$ cat config.mk
export PLATFORM = sky130hd
export DESIGN_NAME = trct_region_targets
export DESIGN_NICKNAME = d
export VERILOG_FILES = /design/src/verilog/trct_pkg.sv /design/src/verilog/trct_region_sense.sv /design/src/verilog/trct_target_select.sv /design/src/verilog/trct_region_targets.sv
export SDC_FILE = /design/constraint.sdc
export NUM_CORES = 1
export LEC_CHECK = 0
export BUFFER_PORTS_ARGS = -buffer_cell sky130_fd_sc_hd__buf_2
export CAP_MARGIN = 15
export CORE_ASPECT_RATIO = 1.1
export CORE_MARGIN = 8
export CORE_UTILIZATION = 55
export CTS_BUF_LIST = sky130_fd_sc_hd__clkbuf_4
export CTS_CLUSTER_DIAMETER = 200
export DETAILED_ROUTE_END_ITERATION = 10
export PLACE_DENSITY_LB_ADDON = 0.1
export SKIP_CTS_REPAIR_TIMING = 1
export SLEW_MARGIN = 10
export SYNTH_ARGS = -nofsm -noshare
export SYNTH_HDL_FRONTEND = slang
export SYNTH_SLANG_ARGS = --single-unit
$ cat constraint.sdc
create_clock -name clock -period 3.3 [get_ports clock]
set_input_delay 0 -clock clock [delete_from_list [all_inputs] [get_ports clock]]
set_output_delay 0 -clock clock [all_outputs]
set_load 0.02 [all_outputs]
$ cat src/verilog/trct_pkg.sv
package trct_pkg;

    // ****************************************************************
    // command codes of the bank
    // ****************************************************************
    localparam logic [7:0]  CMD_WARM_T6    = 8'h24;
    localparam logic [7:0]  CMD_VCODE_65   = 8'h25;
    localparam logic [7:0]  CMD_VCODE_432  = 8'h26;
    localparam logic [7:0]  CMD_ICODE_65   = 8'h27;
    localparam logic [7:0]  CMD_CHG_CFG    = 8'h29;

    // ****************************************************************
    // widths, field positions and reset values
    // ****************************************************************
    localparam int          CODE_W         = 5;
    localparam int          LSB_LOW        = 0;
    localparam int          LSB_MID        = 5;
    localparam int          LSB_HIGH       = 10;
    localparam int          CFG_EN_BIT     = 0;
    localparam logic signed [15:0] RST_T6  = 16'h136a;  // 4970
    localparam logic [9:0]  RST_V65        = 10'h067;   // 103
    localparam logic [14:0] RST_V432       = 15'h1def;  // 7663
    localparam logic [9:0]  RST_I65        = 10'h1ef;   // 495
    localparam logic [2:0]  RST_CFG        = 3'h1;
    localparam logic [4:0]  RST_V6         = 5'h03;
    localparam logic [4:0]  RST_V5         = 5'h07;
    localparam logic [4:0]  RST_V4         = 5'h07;
    localparam logic [4:0]  RST_V3         = 5'h0f;
    localparam logic [4:0]  RST_V2         = 5'h0f;
    localparam logic [4:0]  RST_I6         = 5'h0f;
    localparam logic [4:0]  RST_I5         = 5'h0f;

    // ****************************************************************
    // code encodings, used by the analog servo outside this block
    // ****************************************************************
    localparam int          VSTEP_UV       = 12500;   // per code, per cell
    localparam int          VOFS_UV        = 3412500; // code zero, per cell
    localparam int          ISTEP_UV       = 1000;    // (code + 1) times

    // ****************************************************************
    // temperature regions, gray coded from cold to hot
    // ****************************************************************
    typedef enum logic [2:0]
    {
        REG_R1 = 3'b000,
        REG_R2 = 3'b001,
        REG_R3 = 3'b011,
        REG_R4 = 3'b010,
        REG_R5 = 3'b110,
        REG_R6 = 3'b111,
        REG_R7 = 3'b101
    } trct_region_t;

    localparam trct_region_t RST_REGION    = REG_R4;

    // ****************************************************************
    // carriers
    // ****************************************************************
    typedef struct packed
    {
        logic        valid;
        logic        write;
        logic [7:0]  code;
        logic [15:0] wdata;
    } trct_cmd_t;

    typedef struct packed
    {
        logic        valid;
        logic        miss;
        logic [15:0] data;
    } trct_rsp_t;

    typedef struct packed
    {
        logic signed [15:0] t1;
        logic signed [15:0] t2;
        logic signed [15:0] t3;
        logic signed [15:0] t4;
        logic signed [15:0] t5;
    } trct_thr_t;

    typedef struct packed
    {
        logic [4:0] i4;
        logic [4:0] i3;
        logic [4:0] i2;
    } trct_icode_t;

    typedef struct packed
    {
        logic [4:0] vcode;
        logic [4:0] icode;
        logic       suspend;
        logic       jeita;
    } trct_tgt_t;

    // five-bit code field at a given position of a register
    function automatic logic [4:0] code_at(logic [15:0] r, int lsb);
        return r[lsb +: CODE_W];
    endfunction

endpackage

$ cat src/verilog/trct_region_sense.sv
`timescale 1ns/100ps
module trct_region_sense
(
    input  wire logic                clock,        // system clock
    input  wire logic                rst,          // sync reset, high
    input  wire logic                temp_valid,   // new telemetry word
    input  wire logic signed [15:0]  temp_value,   // thermistor reading
    input  wire trct_pkg::trct_thr_t thr,          // thresholds t1..t5
    input  wire logic signed [15:0]  t6,           // warm-end threshold
    output logic signed [15:0]       sample_q,     // latest reading
    output logic                     seen_q,       // a reading arrived
    output trct_pkg::trct_region_t   region_q      // present region
);
    import trct_pkg::*;

    logic signed [15:0] sample_d;
    logic               seen_d;
    trct_region_t       region_d;

    // larger reading is colder, so compare from the cold end down
    always_comb
    begin
        sample_d = temp_valid ? temp_value : sample_q;
        seen_d   = seen_q | temp_valid;
        region_d = region_q;
        if (seen_d)
        begin
            if (sample_d > thr.t1)      region_d = REG_R1;
            else if (sample_d > thr.t2) region_d = REG_R2;
            else if (sample_d > thr.t3) region_d = REG_R3;
            else if (sample_d > thr.t4) region_d = REG_R4;
            else if (sample_d > thr.t5) region_d = REG_R5;
            else if (sample_d > t6)     region_d = REG_R6;
            else                        region_d = REG_R7;
        end
    end

    // region held at its reset value until the first reading
    always_ff @(posedge clock)
    begin
        if (rst)
        begin
            sample_q <= 16'h0000;
            seen_q   <= 1'b0;
            region_q <= RST_REGION;
        end
        else
        begin
            sample_q <= sample_d;
            seen_q   <= seen_d;
            region_q <= region_d;
        end
    end

endmodule

$ cat src/verilog/trct_target_select.sv
`timescale 1ns/100ps
module trct_target_select
(
    input  wire logic                  clock,     // system clock
    input  wire logic                  rst,       // sync reset, high
    input  wire trct_pkg::trct_region_t region,   // present region
    input  wire logic                  jeita_en,  // qualified charging on
    input  wire logic [9:0]            v65,       // region 6/5 volt codes
    input  wire logic [14:0]           v432,      // region 4/3/2 codes
    input  wire logic [9:0]            i65,       // region 6/5 currents
    input  wire trct_pkg::trct_icode_t i432,      // region 4/3/2 currents
    input  wire logic [4:0]            vset,      // host voltage code
    input  wire logic [4:0]            iset,      // host current code
    output trct_pkg::trct_tgt_t        tgt_q      // active targets
);
    import trct_pkg::*;

    trct_tgt_t tgt_d;

    // host codes pass unless a region code is substituted
    always_comb
    begin
        tgt_d.vcode   = vset;
        tgt_d.icode   = iset;
        tgt_d.suspend = 1'b0;
        tgt_d.jeita   = jeita_en;
        if (jeita_en)
        begin
            case (region)
                REG_R2:
                begin
                    tgt_d.vcode = code_at(16'(v432), LSB_LOW);
                    tgt_d.icode = i432.i2;
                end
                REG_R3:
                begin
                    tgt_d.vcode = code_at(16'(v432), LSB_MID);
                    tgt_d.icode = i432.i3;
                end
                REG_R4:
                begin
                    tgt_d.vcode = code_at(16'(v432), LSB_HIGH);
                    tgt_d.icode = i432.i4;
                end
                REG_R5:
                begin
                    tgt_d.vcode = code_at(16'(v65), LSB_LOW);
                    tgt_d.icode = code_at(16'(i65), LSB_LOW);
                end
                REG_R6:
                begin
                    tgt_d.vcode = code_at(16'(v65), LSB_MID);
                    tgt_d.icode = code_at(16'(i65), LSB_MID);
                end
                // too cold or too hot: no charging at all
                default: tgt_d.suspend = 1'b1;
            endcase
        end
    end

    // registered so the servo never sees a decode glitch
    always_ff @(posedge clock)
    begin
        if (rst)
        begin
            tgt_q <= '0;
        end
        else
        begin
            tgt_q <= tgt_d;
        end
    end

endmodule

$ cat src/verilog/trct_region_targets.sv
//Function
//- signed warm-end threshold, code 24h, reset 4970
//- larger reading means colder region
//- region six voltage code, bits 9:5
//- region five voltage code, bits 4:0
//- region four voltage code, bits 14:10
//- region three voltage code, bits 9:5
//- region two voltage code, bits 4:0, reset 15
//- region six current code, bits 9:5
//- region five current code, bits 4:0
//- region codes apply only while enabled
//- otherwise host voltage code stays active
`timescale 1ns/100ps
module trct_region_targets
(
    input  wire logic                  clock,        // system clock
    input  wire logic                  rst,          // sync reset, high
    input  wire trct_pkg::trct_cmd_t   cmd,          // command access
    output trct_pkg::trct_rsp_t        rsp_q,        // read answer
    input  wire logic                  temp_valid,   // telemetry strobe
    input  wire logic signed [15:0]    temp_value,   // thermistor word
    input  wire trct_pkg::trct_thr_t   thr_in,       // thresholds t1..t5
    input  wire trct_pkg::trct_icode_t icode_low,    // region 4/3/2 amps
    input  wire logic [4:0]            vcharge_set,  // host volt code
    input  wire logic [4:0]            icharge_set,  // host amp code
    output trct_pkg::trct_region_t     region,       // present region
    output trct_pkg::trct_tgt_t        targets       // active targets
);
    import trct_pkg::*;

    // ****************************************************************
    // register bank
    // ****************************************************************
    logic signed [15:0] t6_q;
    logic signed [15:0] t6_d;
    logic [9:0]         v65_q;
    logic [9:0]         v65_d;
    logic [14:0]        v432_q;
    logic [14:0]        v432_d;
    logic [9:0]         i65_q;
    logic [9:0]         i65_d;
    logic [2:0]         cfg_q;
    logic [2:0]         cfg_d;
    logic               wr_en;

    assign wr_en = cmd.valid & cmd.write;

    // write decode; unknown codes are dropped without effect
    always_comb
    begin
        t6_d   = t6_q;
        v65_d  = v65_q;
        v432_d = v432_q;
        i65_d  = i65_q;
        cfg_d  = cfg_q;
        if (wr_en && cmd.code == CMD_WARM_T6)
            t6_d = cmd.wdata;
        else if (wr_en && cmd.code == CMD_VCODE_65)
            v65_d = cmd.wdata[9:0];
        else if (wr_en && cmd.code == CMD_VCODE_432)
            v432_d = cmd.wdata[14:0];
        else if (wr_en && cmd.code == CMD_ICODE_65)
            i65_d = cmd.wdata[9:0];
        else if (wr_en && cmd.code == CMD_CHG_CFG)
            cfg_d = cmd.wdata[2:0];
    end

    // defaults land on the first edge with reset high
    always_ff @(posedge clock)
    begin
        if (rst)
        begin
            t6_q   <= RST_T6;
            v65_q  <= RST_V65;
            v432_q <= RST_V432;
            i65_q  <= RST_I65;
            cfg_q  <= RST_CFG;
        end
        else
        begin
            t6_q   <= t6_d;
            v65_q  <= v65_d;
            v432_q <= v432_d;
            i65_q  <= i65_d;
            cfg_q  <= cfg_d;
        end
    end

    // ****************************************************************
    // read answer
    // ****************************************************************
    trct_rsp_t rsp_d;

    // one cycle after the command; narrow registers zero-extended
    always_comb
    begin
        rsp_d.valid = cmd.valid & ~cmd.write;
        rsp_d.miss  = 1'b0;
        rsp_d.data  = 16'h0000;
        if (cmd.code == CMD_WARM_T6)
            rsp_d.data = t6_q;
        else if (cmd.code == CMD_VCODE_65)
            rsp_d.data = 16'(v65_q);
        else if (cmd.code == CMD_VCODE_432)
            rsp_d.data = 16'(v432_q);
        else if (cmd.code == CMD_ICODE_65)
            rsp_d.data = 16'(i65_q);
        else if (cmd.code == CMD_CHG_CFG)
            rsp_d.data = 16'(cfg_q);
        else
            rsp_d.miss = cmd.valid & ~cmd.write;
        if (!cmd.valid || cmd.write)
            rsp_d.data = 16'h0000;
    end

    always_ff @(posedge clock)
    begin
        if (rst)
        begin
            rsp_q <= '0;
        end
        else
        begin
            rsp_q <= rsp_d;
        end
    end

    // ****************************************************************
    // region and target logic
    // ****************************************************************
    logic signed [15:0] sample;
    logic               seen;

    trct_region_sense u_sense
    (
        .clock      (clock),
        .rst        (rst),
        .temp_valid (temp_valid),
        .temp_value (temp_value),
        .thr        (thr_in),
        .t6         (t6_q),
        .sample_q   (sample),
        .seen_q     (seen),
        .region_q   (region)
    );

    trct_target_select u_select
    (
        .clock    (clock),
        .rst      (rst),
        .region   (region),
        .jeita_en (cfg_q[CFG_EN_BIT]),
        .v65      (v65_q),
        .v432     (v432_q),
        .i65      (i65_q),
        .i432     (icode_low),
        .vset     (vcharge_set),
        .iset     (icharge_set),
        .tgt_q    (targets)
    );
endmodule

==> results_dict.tcl, run 1 <==
set metrics [dict create \
    ant_nets 0 \
    start_kind "flip-flop" \
    synthArstFlopShare_pct 0 \
    hold_viol 4 \
    fin_nets 1243 \
    syn_area_per_cell_um2 8.68 \
    timing.rr.end "u_sense.region_q[2]$_SDFFE_PP0P_" \
    cap_violations 0 \
    endpoint "u_sense.region_q[2]$_SDFFE_PP0P_" \
    rows 43 \
    clock-sinks 104 \
    yosys.area.top_type "dfxtp_1" \
    status "complete, but fails checks" \
    worstSetupPathType "reg2reg" \
    synth_edf_count 0 \
    slowest_delay_ns 0.39 \
    syn-instance-count 795 \
    grt_max_degree 74 \
    worst-r2r-setup-slack_ns 0.55 \
    place_hpwl_um 17000 \
    crit_slowest_cell "nor3_1" \
    route.detailed.drc 0 \
    cpLargestDelayFamily "simple AND/OR/NAND/NOR gates" \
    drt_iter0_drc 537 \
    synthSimpleGateAreaFrac_pct 17.3 \
    p_switching_uw 900 \
    whs_ns -0.0108 \
    synth_xor_xnor_area_share_pct 0.127 \
    netlist_top_cells_area "dfxtp_1 30%, ha_1 17%, mux2i_1 5.4%, inv_1 5.1%, nor2b_1 4.5%" \
    synth_mux_area_share_pct 9.94 \
    port_buffers 182 \
    ctsLongestPathBuffers 2 \
    p_seq_share_pct 47.4 \
    synth.most_common_cell "dfxtp_1" \
    drive_gt1_share_pct 24.4 \
    h-tree-depth 3 \
    clock_skew_ns 0.0154 \
    ios 183 \
    synth_adder_area_share_pct 17.4 \
    die_height_um 133 \
    start_util_pct 55.5 \
    required_ns 3.70 \
    preCtsSetupSlack_ns 0.445 \
    synth_compound_area_share_pct 17.6 \
    viasPerCell 5.77 \
    worstHoldPathCells 3 \
    worstMarginPinSlew_ns 0.977 \
    internal_power_mw 1.87 \
    finalSetupViolCount 0 \
    cts-buffers-inserted 9 \
    antenna_found_initial 2 \
    fillCellCount 1043 \
    tns_ns 0 \
    end_kind "flip-flop" \
    ys_ff_latch 104 \
    synth-main-ff-cell "dfxtp_1" \
    crit_chain "mux2_2 -> ha_1 -> nand4_1 -> or2_2 -> nor3_1 -> a21oi_1 -> o22ai_1 -> nand2_1 -> o41ai_1" \
    grt_first_pass_wirelength_um 33700 \
    synth_nets 1041 \
    critPathMaxFanout 7 \
    timing.critical_path.from "u_sense.sample_q[13]$_SDFF_PP0_" \
    grt-ovfl-total 0 \
    r2r_cells 9 \
    rsz0062_at_grt "false" \
    worst-path-stages 9 \
    synth_commonest_cells "104 x dfxtp_1, 96 x ha_1, 94 x inv_1" \
    setup_ws_ns 0.545 \
    grt_pass1_vias 6700 \
    die_w_um 123 \
    max_clock_freq_mhz 363 \
    switching_share_pct 32.5 \
    arrival_ns 3.15 \
    core_area_um2 12400 \
    power.share.combinational_pct 27.7 \
    clock_latency_ns 0.49 \
    r2r_start "u_sense.sample_q[13]$_SDFF_PP0_" \
    syn_area_um2 6900 \
    relSlewSlack_pct 34.8 \
    irDropWorstVdd_mv 0.351 \
    hp-class "in2reg" \
    violations "negative hold slack" \
    ys_warn_count 0 \
    finalCritPeriodShare_pct 83.5 \
    synth_top_family_by_area "compound AO/OA/AOI/OAI gates" \
    drt_first_pass_iters 5 \
    clockPowerShare_pct 24.9 \
    timing.critical_path.buf_inv 0 \
    dieArea_um2 16400 \
    num_vias 6697 \
    leakagePower_nw 4.04 \
    synth_top_area_share_pct 30.2 \
    grt_usage_pct 25.8 \
    slew_viol_final 0 \
    period_minus_slack_ns 2.75 \
    cts-root-buf "clkbuf_4" \
    wl_um 22000 \
    area_delta_synth_final_pct 22.1 \
    p_per_area_nw_per_um2 329 \
    synthDistinctLibCells 62 \
    gp_congestion 0.868 \
    wire_per_inst_um 18.9 \
    cts_tree "done" \
    clk_pin_slew_worst_paths_ns 0.17 \
    ys_seq_area_share_pct 30.2 \
]
-- cells in the final DEF, fill, tap and decap left out, drive strengths merged, types with 23 or more instances in the layout --
master,n
a211o,32
a21oi,54
buf,192
dfxtp,104
dlygate4sd3,35
ha,96
inv,97
mux2,24
mux2i,37
nand2,46
nand4,23
nor2,61
nor2b,50
-- power groups by stage --
stage	Clock [mW]	Sequential, mW	Combinational (mW)
after floorplan	0	1.36	0.441
after global placement	0	1.34	0.705
after detailed placement	0	1.34	0.729
after CTS	0.704	1.31	0.733
after global routing	0.742	1.32	0.853
final	0.691	1.31	0.768
-- kinds of logic after synthesis --
logic type	Yosys count
AOI/OAI and AO/OA	175
DFF	104
muxes	63
buffers and inverters	130
and+or+nand+nor	226
xor gates and xnor gates	1
adders and majority gates	96
-- registers in the layout, summed over array words and instances, names as in the netlist --
signal	count
u_sense.sample_q	16
t6_q	16
u_select.tgt_q	12
rsp_q	18
v432_q	15
i65_q	10
cfg_q	3
v65_q	10
u_sense.region_q	3
u_sense.seen_q	1
-- cell type report --
cell class	count	area, um2	share of cell area, %
multi-input combinational	561	4300	51.1
clock inverter	7	77.6	0.921
inverter	94	353	4.19
clock buffer	9	67.6	0.802
tap	157	196	2.33
sequential	104	2080	24.7
antenna	2	5.00	0.0594
timing repair buffer	227	1340	15.9
-- how the worst min path moves through the flow --
| stage | start | endpoint |
|---|---|---|
| 6_report | temp_value[7] | u_sense.sample_q[7]$_SDFF_PP0_ |
| 5_1_grt | temp_value[11] | u_sense.sample_q[11]$_SDFF_PP0_ |
| 4_1_cts | cmd[12] | t6_q[12]$_SDFFE_PP1P_ |
| 3_5_place_dp | cmd[12] | t6_q[12]$_SDFFE_PP1P_ |
| 3_3_place_gp | cmd[12] | t6_q[12]$_SDFFE_PP1P_ |
| 2_1_floorplan | rst | u_select.tgt_q[0]$_SDFF_PP0_ |
-- worst reg2reg max path: stages (launching register included) --
cell     delay (ns)
dfxtp_1        0.34
mux2_2         0.35
ha_1           0.32
nand4_1        0.11
or2_2          0.36
nor3_1         0.39
a21oi_1        0.08
o22ai_1        0.24
nand2_1        0.10
o41ai_1        0.36
-- per-layer routing --
layer  vias to the layer above  share of wire, %  global-route usage [%]
li1                       3242                 -                       -
met1                      3122                39                    29.6
met2                       281                51                    45.5
met3                        52               6.2                    4.27
met4                         0               3.9                    11.5
met5                         -                 0                       0
-- metrics by stage --
| stage | total power [mW] | utilization [%] | instance area, um2 | cells |
|---|---|---|---|---|
| final | 2.77 | 67.8 | 8420 | 1161 |
| after floorplan | 1.80 | - | 6900 | 795 |
| after global routing | 2.91 | 67.8 | 8420 | 1161 |
| after global placement | 2.04 | 63.7 | 7920 | 1108 |
| after CTS | 2.75 | 64.9 | 8070 | 1124 |
| after detailed placement | 2.07 | 63.7 | 7920 | 1108 |
Note: power is estimated with default switching activity, not from simulation.
==> inputs of run 2 (changes only) <==
--- a/config.mk
+++ b/config.mk
@@ -5,11 +5,12 @@
 export SDC_FILE = /design/constraint.sdc
 export NUM_CORES = 1
 export LEC_CHECK = 0
+export ABC_AREA = 1
 export BUFFER_PORTS_ARGS = -buffer_cell sky130_fd_sc_hd__buf_2
 export CAP_MARGIN = 15
 export CORE_ASPECT_RATIO = 1.1
 export CORE_MARGIN = 8
-export CORE_UTILIZATION = 55
+export CORE_UTILIZATION = 50
 export CTS_BUF_LIST = sky130_fd_sc_hd__clkbuf_4
 export CTS_CLUSTER_DIAMETER = 200
 export DETAILED_ROUTE_END_ITERATION = 10
==> constraint.sdc (replaced) <==
create_clock -name clock -period 2.3 [get_ports clock]
set_input_delay 0 -clock clock [delete_from_list [all_inputs] [get_ports clock]]
set_output_delay 0 -clock clock [all_outputs]
set_load 0.02 [all_outputs]
==> run 2 against run 1 <==
  * The run still ends with negative hold slack left
  * Cell count is 21% higher
  * Die area grew 7.6%
  * First-iteration DRC count down 21%
  * Critical endpoint is now u_select.tgt_q[2]$_SDFF_PP0_
  * Largest cell class unchanged
  * Power grew 46%
  * Setup slack worse by 0.44 ns
  * Wire length decreased by 2.5%
  * Sequential share of layout area down 1.2 points
==> results_dict.tcl, run 2 <==
set metrics [dict create \
    critPathMaxFanout 10 \
    cts_tree "done" \
    ant_nets 0 \
    irDropWorstVdd_mv 0.237 \
    viasPerCell 5.02 \
    place_hpwl_um 16500 \
    p_seq_share_pct 46.4 \
    ys_ff_latch 104 \
    grt-ovfl-total 0 \
    ctsLongestPathBuffers 2 \
    synth_commonest_cells "193 x nand2_1, 175 x inv_1, 104 x a21oi_1, 104 x dfxtp_1, 96 x ha_1" \
    dieArea_um2 17600 \
    tns_ns 0 \
    arrival_ns 2.60 \
    clock_skew_ns 0.0159 \
    yosys.area.top_type "dfxtp_1" \
    wl_um 21400 \
    start_util_pct 51.4 \
    r2r_start "u_sense.region_q[0]$_SDFFE_PP0P_" \
    status "complete, but fails checks" \
    mostFrequentLayoutCells "188 x nand2_1, 182 x buf_2, 175 x inv_1" \
    start_kind "flip-flop" \
    preCtsSetupSlack_ns 0.0287 \
    drive_gt1_share_pct 21.4 \
    h-tree-depth 3 \
    area_delta_synth_final_pct 29.6 \
    hold_viol 1 \
    synthDistinctLibCells 37 \
    ios 183 \
    use_met3_pct 4.96 \
    worstSetupPathType "reg2reg" \
    leakagePower_nw 4.91 \
    met1_usage_pct 26.0 \
    use_met2_pct 41.0 \
    synth_edf_count 0 \
    crit_slowest_cell "dlygate4sd3_1" \
    ys_seq_area_share_pct 30.5 \
    hp-class "in2reg" \
    die_w_um 127 \
    worstMarginPinSlew_ns 0.519 \
    switching_share_pct 31.0 \
    route.detailed.drc 0 \
    fin_nets 1462 \
    syn-instance-count 965 \
    netlist_top_cells_area "dfxtp_1 31%, ha_1 18%, nand2_1 11%, inv_1 9.6%, a21oi_1 7.6%" \
    synth.most_common_cell "nand2_1" \
    rows 44 \
    core_area_um2 13300 \
    hold_start "icode_low[8]" \
    crit_chain "nand3_1 -> o21ai_0 -> a221oi_1 -> dlygate4sd3_1 -> a31oi_1" \
    p_switching_mw 1.26 \
    cts-buffers-inserted 9 \
    busiest_layer "met2" \
    syn_area_per_cell_um2 7.07 \
    synth-main-ff-cell "dfxtp_1" \
    timing.critical_path.from "u_sense.region_q[0]$_SDFFE_PP0P_" \
    grt_usage_pct 23.0 \
    largestRegisters "rsp_q: 18 flops, t6_q: 16 flops, u_sense.sample_q: 16 flops" \
    antenna_found_initial 1 \
    syn_area_um2 6820 \
    port_buffers 182 \
    grt_pass1_vias 6674 \
    drt_first_pass_iters 5 \
    whs_ns -0.00590 \
    grt_max_degree 41 \
    setup_ws_ns 0.104 \
    synth_nets 1211 \
    largest_register "rsp_q" \
    slew_viol_final 0 \
    internal_power_mw 2.80 \
    relSlewSlack_pct 65.2 \
    die_height_um 138 \
    ys_warn_count 0 \
    cts-root-buf "clkbuf_4" \
    required_ns 2.70 \
    clock_latency_ns 0.46 \
    synth_top_area_share_pct 30.5 \
    clk_pin_slew_worst_paths_ns 0.16 \
    drt_iter0_drc 422 \
    largest_register_ffs 18 \
    max_clock_freq_mhz 455 \
    p_per_area_nw_per_um2 458 \
    power.share.combinational_pct 28.1 \
    period_minus_slack_ns 2.20 \
    layout.cells.most_common "nand2_1" \
    violations "negative hold slack" \
    wire_per_inst_um 15.2 \
    clockPowerShare_pct 25.5 \
    gp_congestion 0.874 \
    clock-sinks 104 \
    synthArstFlopShare_pct 0 \
    finalCritPeriodShare_pct 95.5 \
    finalSetupViolCount 0 \
    end_kind "flip-flop" \
    grt_first_pass_wirelength_um 32800 \
    slowest_delay_ns 0.59 \
    cap_violations 0 \
    num_vias 7061 \
]
run 2: cell types whose count changed after synthesis, moves of 32 or more:
cell,delta
a211o_1,-32
a21oi_1,+50
inv_1,+81
mux2i_1,-36
nand2_1,+148
nor2b_1,-50
o21ai_0,+37
run 2: cell type report:
cell class,count,area (um2)
multi-input cells,648,3920
well taps,184,230
inverters,185,694
repair buffers,268,1760
clock buffers,9,67.6
diodes,1,2.50
fillers,1246,4430
flip-flops and latches,104,2080
clock inverters,7,86.3
run 2: stage by stage:
step	hold slack [ns]	util [%]	cells	total power [mW]	instance area, um2
global placement	0.194	61.1	1334	2.95	8110
CTS	-0.299	62.3	1350	3.97	8260
finish	-0.00590	66.6	1406	4.05	8840
detailed placement	0.202	61.1	1334	2.97	8110
floorplan	0.0906	-	965	2.54	6820
global route	-0.00250	66.6	1406	4.29	8840
run 2: power by group through the flow:
stage / logic (mW) / registers (mW) / clock network (mW)
5_1_grt: 1.29 / 1.88 / 1.11
3_5_place_dp: 1.05 / 1.92 / 0
2_1_floorplan: 0.583 / 1.95 / 0
4_1_cts: 1.05 / 1.88 / 1.04
6_report: 1.14 / 1.88 / 1.03
3_3_place_gp: 1.04 / 1.92 / 0
run 2: per-layer routing:
metal | share of wire, % | wire, um
met5 | 0 | 0
met4 | 3.4 | 731
met3 | 6.6 | 1410
met2 | 50 | 10600
met1 | 40 | 8650
run 2: final timing paths:
kind / end / slack, ns / cells past startpoint
hold / removal: u_select.tgt_q[5]$_SDFF_PP0_ / -0.006 / 5
setup / recovery: u_select.tgt_q[2]$_SDFF_PP0_ / 0.10 / 5
hold reg to reg: u_sense.sample_q[8]$_SDFF_PP0_ / 0.48 / 2
setup reg to reg: u_select.tgt_q[2]$_SDFF_PP0_ / 0.10 / 5
run 2: cells by family (layout without fill, tap and decap cells):
family	after synthesis	count (layout)	synth area share, %
compound gates	229	229	18.9
fa+ha+maj	96	96	17.6
buf+inv	213	469	12.4
flops	104	104	30.5
mux	1	1	0.147
other cells	0	1	0
simple gates	322	322	20.4
run 2: critical path: cells and delay by family, from the launching register on:
kind / cells / cell delay [ns]
DFF: 1 / 0.57
AOI/OAI and AO/OA: 3 / 0.52
buffers and inverters: 1 / 0.59
and+or+nand+nor: 1 / 0.45
